==> src/rtl/uiw_defines.svh <==
// Timing and width constants of the UART interrupt and wake-up logic
`ifndef UIW_DEFINES_SVH
`define UIW_DEFINES_SVH

`define UIW_CLK_HZ          20000000
`define UIW_STARTUP_NS      1000
`define UIW_STARTUP_CYCLES  (((`UIW_STARTUP_NS) * ((`UIW_CLK_HZ) / 1000000) + 999) / 1000)
`define UIW_CNT_W           16
`define UIW_WORD_W          9
`define UIW_BIT8_POS        7
`define UIW_BIT9_POS        8

`endif

==> src/rtl/uiw_pkg.sv <==
// Types of the UART interrupt and wake-up logic
package uiw_pkg;
    typedef enum logic [1:0] {
        PWR_RUN,
        PWR_LOW,
        PWR_STARTUP
    } uiw_pwr_t;
endpackage : uiw_pkg

==> src/rtl/uiw_irq_wake.sv <==
// UART interrupt merge, address detect qualifier and RX wake-up logic
`include "uiw_defines.svh"

module uiw_irq_wake #(
    parameter int STARTUP_CYCLES = `UIW_STARTUP_CYCLES
) (
    // Clock and reset
    input  wire logic       clk,
    input  wire logic       rstn,
    // Status flags from the UART core
    input  wire logic       txRegEmptyFlag,
    input  wire logic       txIdleFlag,
    input  wire logic       rx_data_avail_flag,
    input  wire logic       rxOverrunFlag,
    input  wire logic [8:0] rxWord,
    // Control bits of the second control register
    input  wire logic       txEmptyIrqEnable,
    input  wire logic       txIdleIrqEnable,
    input  wire logic       rx_irq_enable,
    input  wire logic       addr_detect_enable,
    input  wire logic       wakeEnable,
    input  wire logic       word_length_select,
    // Other enables
    input  wire logic       serial_unit_enable,
    input  wire logic       receiver_enable,
    input  wire logic       global_irq_enable,
    input  wire logic       serial_irq_mask,
    input  wire logic       stackFull,
    // Power state and pins
    input  wire logic       lowPowerRequest,
    input  wire logic       rxPin,
    // Outputs
    output logic            irqReqN,
    output logic            uartClkEnable,
    output logic            wakeUp,
    output logic            rxDiscard,
    output logic            addrWord
);
    // ============================================================
    // Parameter check
    if (STARTUP_CYCLES < 1 || STARTUP_CYCLES >= (1 << `UIW_CNT_W)) begin : gBadStartup
        $error("STARTUP_CYCLES out of range");
    end

    // ============================================================
    // Reset synchroniser
    logic rstMeta;
    logic rstSync;
    always_ff @(posedge clk or negedge rstn) begin
        if (!rstn) begin
            rstMeta <= 1'b0;
            rstSync <= 1'b0;
        end else begin
            rstMeta <= 1'b1;
            rstSync <= rstMeta;
        end
    end

    // ============================================================
    // State
    typedef struct packed {
        uiw_pkg::uiw_pwr_t     pwr;
        logic [`UIW_CNT_W-1:0] cnt;
        logic                  wakeArmed;
        logic                  wakeIrqPend;
        logic                  rxPrev;
        logic                  txEmptyPrev;
        logic                  txIdlePrev;
        logic                  rxAvailPrev;
        logic                  ovrPrev;
        logic                  irqN;
        logic                  wake;
        logic                  addr;
    } uiw_state_t;

    uiw_state_t st;
    uiw_state_t next_st;

    function automatic logic rise(input logic now, input logic prev);
        return now & ~prev;
    endfunction : rise

    // ============================================================
    // Decoding helpers
    function automatic logic pickHighBit(input logic [8:0] word, input logic nineBits);
        return nineBits ? word[`UIW_BIT9_POS] : word[`UIW_BIT8_POS];
    endfunction : pickHighBit

    function automatic logic passGates(
        input logic req,
        input logic mask,
        input logic glob,
        input logic full
    );
        return req & mask & glob & ~full;
    endfunction : passGates

    // ============================================================
    // Next state
    logic highBit;
    logic rxQual;
    logic eventAny;
    logic wakeFall;
    logic armOk;
    logic txEmptyEvt;
    logic txIdleEvt;
    logic rxAvailEvt;
    logic ovrEvt;
    logic gatesOpen;

    always_comb begin
        next_st    = st;
        highBit    = pickHighBit(rxWord, word_length_select);
        rxQual     = ~addr_detect_enable | highBit;
        armOk      = wakeEnable & serial_unit_enable & receiver_enable & rx_irq_enable;
        wakeFall   = st.rxPrev & ~rxPin;
        txEmptyEvt = rise(txRegEmptyFlag, st.txEmptyPrev);
        txIdleEvt  = rise(txIdleFlag, st.txIdlePrev);
        rxAvailEvt = rise(rx_data_avail_flag, st.rxAvailPrev);
        ovrEvt     = rise(rxOverrunFlag, st.ovrPrev);
        gatesOpen  = passGates(1'b1, serial_irq_mask, global_irq_enable, stackFull);
        eventAny   = 1'b0;
        next_st.wake   = 1'b0;
        next_st.addr   = 1'b0;
        next_st.rxPrev = rxPin;
        // Flags are only sampled, never written back
        next_st.txEmptyPrev = txRegEmptyFlag;
        next_st.txIdlePrev  = txIdleFlag;
        next_st.rxAvailPrev = rx_data_avail_flag;
        next_st.ovrPrev     = rxOverrunFlag;
        unique case (st.pwr)
            uiw_pkg::PWR_RUN: begin
                if (txEmptyEvt && txEmptyIrqEnable) begin
                    eventAny = 1'b1;
                end
                if (txIdleEvt && txIdleIrqEnable) begin
                    eventAny = 1'b1;
                end
                if (rxAvailEvt && rx_irq_enable && rxQual) begin
                    eventAny = 1'b1;
                end
                if (ovrEvt && rx_irq_enable) begin
                    eventAny = 1'b1;
                end
                if (rxAvailEvt && addr_detect_enable && highBit) begin
                    next_st.addr = 1'b1;
                    eventAny     = 1'b1;
                end
                if (st.wakeIrqPend) begin
                    eventAny            = 1'b1;
                    next_st.wakeIrqPend = 1'b0;
                end
                if (lowPowerRequest) begin
                    next_st.pwr       = uiw_pkg::PWR_LOW;
                    next_st.wakeArmed = armOk;
                end
            end
            uiw_pkg::PWR_LOW: begin
                if (st.wakeArmed && wakeFall) begin
                    next_st.wake        = 1'b1;
                    next_st.pwr         = uiw_pkg::PWR_STARTUP;
                    next_st.cnt         = `UIW_CNT_W'(STARTUP_CYCLES - 1);
                    next_st.wakeIrqPend = wakeEnable & rx_irq_enable;
                end else if (!lowPowerRequest) begin
                    next_st.pwr = uiw_pkg::PWR_RUN;
                end
            end
            uiw_pkg::PWR_STARTUP: begin
                if (st.cnt == '0) begin
                    next_st.pwr = uiw_pkg::PWR_RUN;
                end else begin
                    next_st.cnt = st.cnt - `UIW_CNT_W'(1);
                end
            end
        endcase
        // Gate by UART and global enables and stack room
        next_st.irqN = ~passGates(eventAny, serial_irq_mask, global_irq_enable, stackFull);
    end

    always_ff @(posedge clk or negedge rstSync) begin
        if (!rstSync) begin
            st <= '{pwr: uiw_pkg::PWR_RUN, cnt: '0, irqN: 1'b1, rxPrev: 1'b1, default: 1'b0};
        end else begin
            st <= next_st;
        end
    end

    assign irqReqN       = st.irqN;
    assign uartClkEnable = (st.pwr == uiw_pkg::PWR_RUN);
    assign rxDiscard     = (st.pwr == uiw_pkg::PWR_STARTUP);
    assign wakeUp        = st.wake;
    assign addrWord      = st.addr;

    // ============================================================
    // Checks
    // Interrupt pulse shape and gating
    chk_pulse_one: assert property (@(posedge clk) disable iff (!rstSync)
        !irqReqN |=> irqReqN)
        else $error("interrupt pulse longer than one cycle");

    chk_mask_gate: assert property (@(posedge clk) disable iff (!rstSync)
        !serial_irq_mask |=> irqReqN)
        else $error("interrupt while UART mask clear");

    chk_stack_full: assert property (@(posedge clk) disable iff (!rstSync)
        stackFull |=> irqReqN)
        else $error("interrupt while stack full");

    chk_global_gate: assert property (@(posedge clk) disable iff (!rstSync)
        !global_irq_enable |=> irqReqN)
        else $error("interrupt while global enable clear");

    // Source events
    chk_tx_event: assert property (@(posedge clk) disable iff (!rstSync)
        (st.pwr == uiw_pkg::PWR_RUN && txEmptyEvt && txEmptyIrqEnable && gatesOpen) |=> !irqReqN)
        else $error("enabled transmit empty event gave no interrupt");

    chk_rx_plain: assert property (@(posedge clk) disable iff (!rstSync)
        (st.pwr == uiw_pkg::PWR_RUN && rxAvailEvt && rx_irq_enable && !addr_detect_enable && gatesOpen)
        |=> !irqReqN)
        else $error("receive event without address detect gave no interrupt");

    chk_addr_qual: assert property (@(posedge clk) disable iff (!rstSync)
        (st.pwr == uiw_pkg::PWR_RUN && addr_detect_enable && rxAvailEvt && !highBit && !txEmptyEvt
         && !txIdleEvt && !ovrEvt && !st.wakeIrqPend) |=> irqReqN)
        else $error("address detect interrupt on data word");

    chk_addr_pulse: assert property (@(posedge clk) disable iff (!rstSync)
        addrWord |-> $past(addr_detect_enable))
        else $error("address word flagged with address detect off");

    // Low power and wake-up
    chk_clk_freeze: assert property (@(posedge clk) disable iff (!rstSync)
        (st.pwr == uiw_pkg::PWR_LOW) |-> !uartClkEnable)
        else $error("UART clock runs in low power");

    chk_low_quiet: assert property (@(posedge clk) disable iff (!rstSync)
        (st.pwr == uiw_pkg::PWR_LOW) |=> irqReqN)
        else $error("interrupt while in low power");

    chk_wake_arm: assert property (@(posedge clk) disable iff (!rstSync)
        wakeUp |-> $past(st.wakeArmed))
        else $error("wake without arming");

    chk_wake_pend: assert property (@(posedge clk) disable iff (!rstSync)
        wakeUp |-> (st.wakeIrqPend == $past(wakeEnable & rx_irq_enable)))
        else $error("wake interrupt pending does not follow enables");

    chk_startup_load: assert property (@(posedge clk) disable iff (!rstSync)
        wakeUp |-> (rxDiscard && st.cnt == `UIW_CNT_W'(STARTUP_CYCLES - 1)))
        else $error("start-up delay not loaded on wake");

    chk_startup_end: assert property (@(posedge clk) disable iff (!rstSync)
        (rxDiscard && st.cnt == '0) |=> (!rxDiscard && uartClkEnable))
        else $error("start-up delay does not end on time");

    chk_startup_quiet: assert property (@(posedge clk) disable iff (!rstSync)
        rxDiscard |=> irqReqN)
        else $error("interrupt during start-up");

    // Main scenarios
    cov_irq: cover property (@(posedge clk) disable iff (!rstSync) !irqReqN);
    cov_wake: cover property (@(posedge clk) disable iff (!rstSync) wakeUp);
    cov_addr: cover property (@(posedge clk) disable iff (!rstSync) addrWord);
    cov_wake_irq: cover property (@(posedge clk) disable iff (!rstSync)
        (st.pwr == uiw_pkg::PWR_RUN && st.wakeIrqPend && gatesOpen));
endmodule : uiw_irq_wake

==> config.mk <==
export PLATFORM = sky130hd
export DESIGN_NAME = uiw_irq_wake
export DESIGN_NICKNAME = d
export VERILOG_FILES = /design/src/rtl/uiw_pkg.sv /design/src/rtl/uiw_irq_wake.sv
export VERILOG_INCLUDE_DIRS = /design/src /design/src/rtl
export SDC_FILE = /design/constraint.sdc
export NUM_CORES = 1
export LEC_CHECK = 0
export ABC_CLOCK_PERIOD_IN_PS = 900
export BUFFER_PORTS_ARGS = -buffer_cell sky130_fd_sc_hd__buf_4
export CORE_UTILIZATION = 40
export DETAILED_ROUTE_END_ITERATION = 16
export MAX_ROUTING_LAYER = met4
export SYNTH_ARGS = -nofsm -noshare
export SYNTH_HDL_FRONTEND = slang
export SYNTH_SLANG_ARGS = --single-unit
==> constraint.sdc <==
create_clock -name clk -period 0.9 [get_ports clk]
set_input_delay 0.135 -clock clk [delete_from_list [all_inputs] [get_ports clk]]
set_output_delay 0.135 -clock clk [all_outputs]
set_load 0.02 [all_outputs]
# Word level (Yosys, flattened, before mapping)
# Index checks and enable logic that the tools add are counted.
# Widths: inputs -> output; s select.
[totals]
register_bits = 30
inputBits = 28
out_inout_bits = 5
wordCells = 81
[classes]
addsub = 1
eq_ne = 7
muxes = 22
n_bitwise = 21
n_reduce_logical = 16
[ops]
columns = ["cell", "count"]
rows = [
  ["$mux 16", 2],
  ["$pmux 16 s2", 1],
  ["$logic_not 16->1", 1],
  ["$sub 16x1->16 const B", 1],
  ["$mux 1", 13],
  ["$and 1x1->1", 12],
  ["$logic_and 1x1->1", 8],
  ["$mux 2", 4],
  ["$not 1->1", 8],
  ["$ne 2x2->1 const B", 3],
  ["$pmux 2 s3", 1],
  ["$reduce_and 3->1", 2],
  ["$reduce_and 2->1", 2],
  ["$reduce_bool 2->1", 2],
  ["$ne 3x3->1 const B", 1],
  ["$eq 2x1->1 const B", 1],
  ["$eq 2x2->1 const B", 1],
  ["$logic_not 2->1", 1],
  ["$ne 2x1->1 const B", 1],
  ["$pmux 1 s2", 1],
  ["$or 1x1->1", 1],
]

# Longest topological paths before layout
[depth]
depth_word = 14
mapped_depth = 7
mapped_depth_nobuf = 6

# Least setup slack after synthesis
# No wires, ideal clock.
[synth_timing]
kind = "register -> register"
start = "register st[26] (netlist bit)"
end = "register st[18] (netlist bit)"
setup_ns = 0.079
arrival_time_ns = 1.891
t_required_ns = 0.821
slack_ns = -1.071
stages_incl_launch_ff = 7
n_path_buf = 0
period_less_slack_ns = 1.971
cell_sequence = "dfrtp_1 > inv_1 > ha_1 > nor4b_4 > o211ai_2 > a2111oi_0 > mux2i_1"
[synth_between]
elab_chain_len = 3
word_cells_on_any_way = 7
classes_between = "4 x eq/ne; 1 x mux; 2 x reduce/logical"
[synth_lines]
columns = ["element", "line", "rtl"]
rows = [
  ["start, declared", "uiw_irq_wake.sv:76", "uiw_state_t st;"],
  ["start signal, assigned", "uiw_irq_wake.sv:184", "st <= next_st;"],
  ["$eq 2x1->1 / $eq 2x2->1 (equally long branches)", "uiw_irq_wake.sv:131", "unique case (st.pwr)"],
  ["$ne 2x2->1 (no source line) / $reduce_bool 2->1 (equally long branches)", "n/a", ""],
  ["$reduce_and 3->1 (no source line)", "n/a", ""],
]
# Parallel ways exist; a longest one is shown, timed or not.
# A chain may end at the register's enable or synchronous reset.

# Final worst setup path
[layout_timing]
start = "register st[26] (netlist bit)"
end = "register st[17] (netlist bit)"
# The elaborated chain is that of the path after synthesis.

==> flow_summary.yaml <==
run_status:
  status: "complete, but fails checks"
  violations: "setup timing"
synthesis:
  synth_edf_count: 0
  synthArstFlopShare_pct: 100
  yosys_warnings: 0
  syn_area_um2: 1610
  ys_types: 47
  synth_commonest_cells: "dfrtp_1 (28), nand2_1 (18), o21ai_0 (8)"
  synth.avg_cell_area_um2: 9.94
  syn_nets: 195
  synth_seq_area_share_pct: 46.8
  synthTopCellsByArea: "dfrtp_1 (44%), mux2i_1 (4.4%), nand2_1 (4.2%)"
  synth-seq-cells: 30
  netlist.top_cell.by_area: "dfrtp_1"
  synth_top_area_share_pct: 43.5
  syn_inst: 162
  synthFlopType: "dfrtp_1"
  post-synth-top-count-cell: "dfrtp_1"
setup_path:
  required_ns: 1.11
  crit_type: "flip-flop to flip-flop"
  critPathMaxStageDelay_ns: 0.52
  cp_max_fo: 7
  cp.buffers_inverters: 2
  critPathSlowestCell: "or4b_4"
  worstSetupEndpointType: "flip-flop"
  crit_chain: "inv_2 -> ha_4 -> nor4b_4 -> buf_4 -> o211ai_4 -> or4b_4 -> a21oi_2"
  path_delay_family: "simple AND/OR/NAND/NOR gates"
  r2r_cells: 7
  cp.depth: 7
  crit_arrival_ns: 2.20
  start_kind: "flip-flop"
floorplanning:
  die_area_um2: 4280
  die_y_um: 65.5
  fp-row-count: 22
  initial_utilization_pct: 42.7
  io_pins: 33
  core_area_um2: 3770
  die_w_um: 65.5
clock_tree:
  clockBufferDepth: 2
  cts_root_buf: "clkbuf_8"
  numCtsBuffers: 5
  cts_tree: "built"
  ctsHtreeMaxLevel: 2
  insertion_delay_ns: 0.29
  cts_sinks: 30
  cts.clk_slew.worst_paths_ns: 0.07
grt:
  grt_pass1_vias: 1662
  grt_max_degree: 29
  track_usage_pct: 26.9
  grt_pass1_wl_mm: 8.08
  grt_overflow_total: 0
  antenna_found_initial: 0
layout:
  drive_gt1_share_pct: 62.2
  antennaDiodeCount: 0
  area_growth_pct: 78.5
  fin_nets: 286
  n_fill_cell: 227
timing:
  skew_ns: 0.00339
  setup_slack_ns: -1.09
  hold_ws_ns: 0.0552
  tightest_slew_ns: 0.529
  finalSetupViolations: 28
  max_freq_ghz: 0.503
  rsz0062_at_grt: "yes"
  timing.slew.headroom_pct: 64.6
  period_share_pct: 221
  slew_viol_final: 0
  hold_viol_final: 0
  period_needed_ns: 1.99
  setup_tns_ns: -19.38
routing:
  totalWireLength_mm: 5.62
  drc_errors: 0
  drtAntennaViolNets: 0
  dr_total_vias: 1704
  first_pass_iters: 4
  vias_per_cell: 5.64
  drt_iter0_drc: 100
  wl_per_cell_um: 18.6
pwr:
  peakVddDrop_v: 0.00130
  power_density_nw_per_um2: 1600
  power_leakage_nw: 1.23
  power_mw: 4.59
placed_design:
  port_buffers: 25
  dp_hpwl_mm: 3.30
  gp_congestion: 0.878
flow_run:
  drv_cap: 0
worst_hold_path:
  hold_depth: 2
  hold_path_class: "primary input to flip-flop"
-- metal layers --
metal | track usage, % | vias to the layer above | routed length (um)
met2 | 42.8 | 58 | 2860
met5 | - | - | 0
met4 | 10.6 | 0 | 150
met1 | 33.0 | 838 | 2370
met3 | 6.42 | 18 | 238
li1 | - | 790 | -
-- power breakdown --
group	leakage (nW)	switching (mW)	internal, mW
clock network	0.0504	0.556	0.823
registers	0.380	0.0380	1.41
logic	0.798	0.923	0.843
total	1.23	1.52	3.08
-- layout make-up --
| cell class | instances | area (um^2) | area share, % |
|---|---|---|---|
| clock buffer | 5 | 68.8 | 2.39 |
| clock inverter | 3 | 45.0 | 1.57 |
| inverter | 8 | 37.5 | 1.31 |
| multi-input combinational | 119 | 1160 | 40.5 |
| sequential | 30 | 753 | 26.2 |
| tap | 48 | 60.1 | 2.09 |
| timing repair buffer | 89 | 746 | 25.9 |
-- per-stage QoR --
| step | instances | util (%) | worst slack [ns] | area, um^2 |
|---|---|---|---|---|
| after detailed placement | 270 | 59.0 | -1.02 | 2220 |
| after global placement | 270 | 59.0 | -0.953 | 2220 |
| after global routing | 302 | 76.2 | -1.15 | 2870 |
| after CTS | 295 | 71.2 | -0.991 | 2690 |
| after floorplan | 162 | - | -0.898 | 1710 |
| final | 302 | 76.2 | -1.09 | 2870 |
-- worst register-to-register path: cells and delay by family, from the launching register on --
family                   cells  cell delay [ns]
AO/OA/AOI/OAI                2             0.28
buffers and inverters        2             0.25
adder cells (fa/ha/maj)      1             0.26
AND/OR/NAND/NOR              2             0.76
flip-flops                   1             0.37
-- worst paths after layout --
check	from	to	slack, ns
min	rxOverrunFlag	st[3]$_DFF_PN0_	0.06
min reg2reg	rstSync$_DFF_PN0_	st[14]$_DFFE_PN0P_	0.22
min in group asynchronous	rstn	rstMeta$_DFF_PN0_	0.15
max in group asynchronous	rstSync$_DFF_PN0_	irqReqN$_DFF_PN1_	0.44
max	st[26]$_DFFE_PN0P_	st[17]$_DFFE_PN0P_	-1.09
max reg2reg	st[26]$_DFFE_PN0P_	st[17]$_DFFE_PN0P_	-1.09
-- registers in the layout (all words and copies together) (netlist names) --
signal / flops
st: 25
rstMeta: 1
wakeUp: 1
rstSync: 1
irqReqN: 1
addrWord: 1
-- what timing repair did --
item,in CTS,in global routing
gates cloned,1,0
resized for setup,46,31
hold buffers,5,0
endpoints found under the hold margin,6,0
pin swaps,16,11
buffers inserted,11,11
endpoints found under the setup margin,28,28
-- cells by family (layout without fill, tap and decap cells) --
group	Yosys count	count (layout)	synth area share, %
buf+inv	14	105	3.89
flops	30	30	46.8
other cells	1	1	0.233
mux	7	7	4.35
compound gates	40	40	17.1
simple gates	65	66	23.8
fa+ha+maj	5	5	3.89
-- cells in the final DEF, fill, tap and decap left out, types with 2 or more instances in the layout --
cell type / instances
a21oi_1: 2
a21oi_2: 4
a31oi_1: 2
buf_4: 69
buf_6: 14
clkbuf_8: 5
clkinvlp_4: 2
dfrtp_1: 28
dfstp_2: 2
dlygate4sd3_1: 5
ha_4: 5
inv_2: 6
mux2i_1: 7
nand2_1: 14
nand2_2: 2
nand2_4: 2
nand2b_1: 5
nand4_1: 3
nor2_1: 6
nor3_1: 2
nor4_2: 5
nor4_4: 2
nor4b_4: 2
o211ai_1: 4
o21ai_0: 4
o21ai_1: 2
o21ai_2: 3
o22ai_2: 2
o31ai_2: 2
or2_2: 2
or2_4: 2
or3_1: 2
or3_4: 4
or4_1: 2
or4b_4: 3
(Power assumes the default switching activity.)
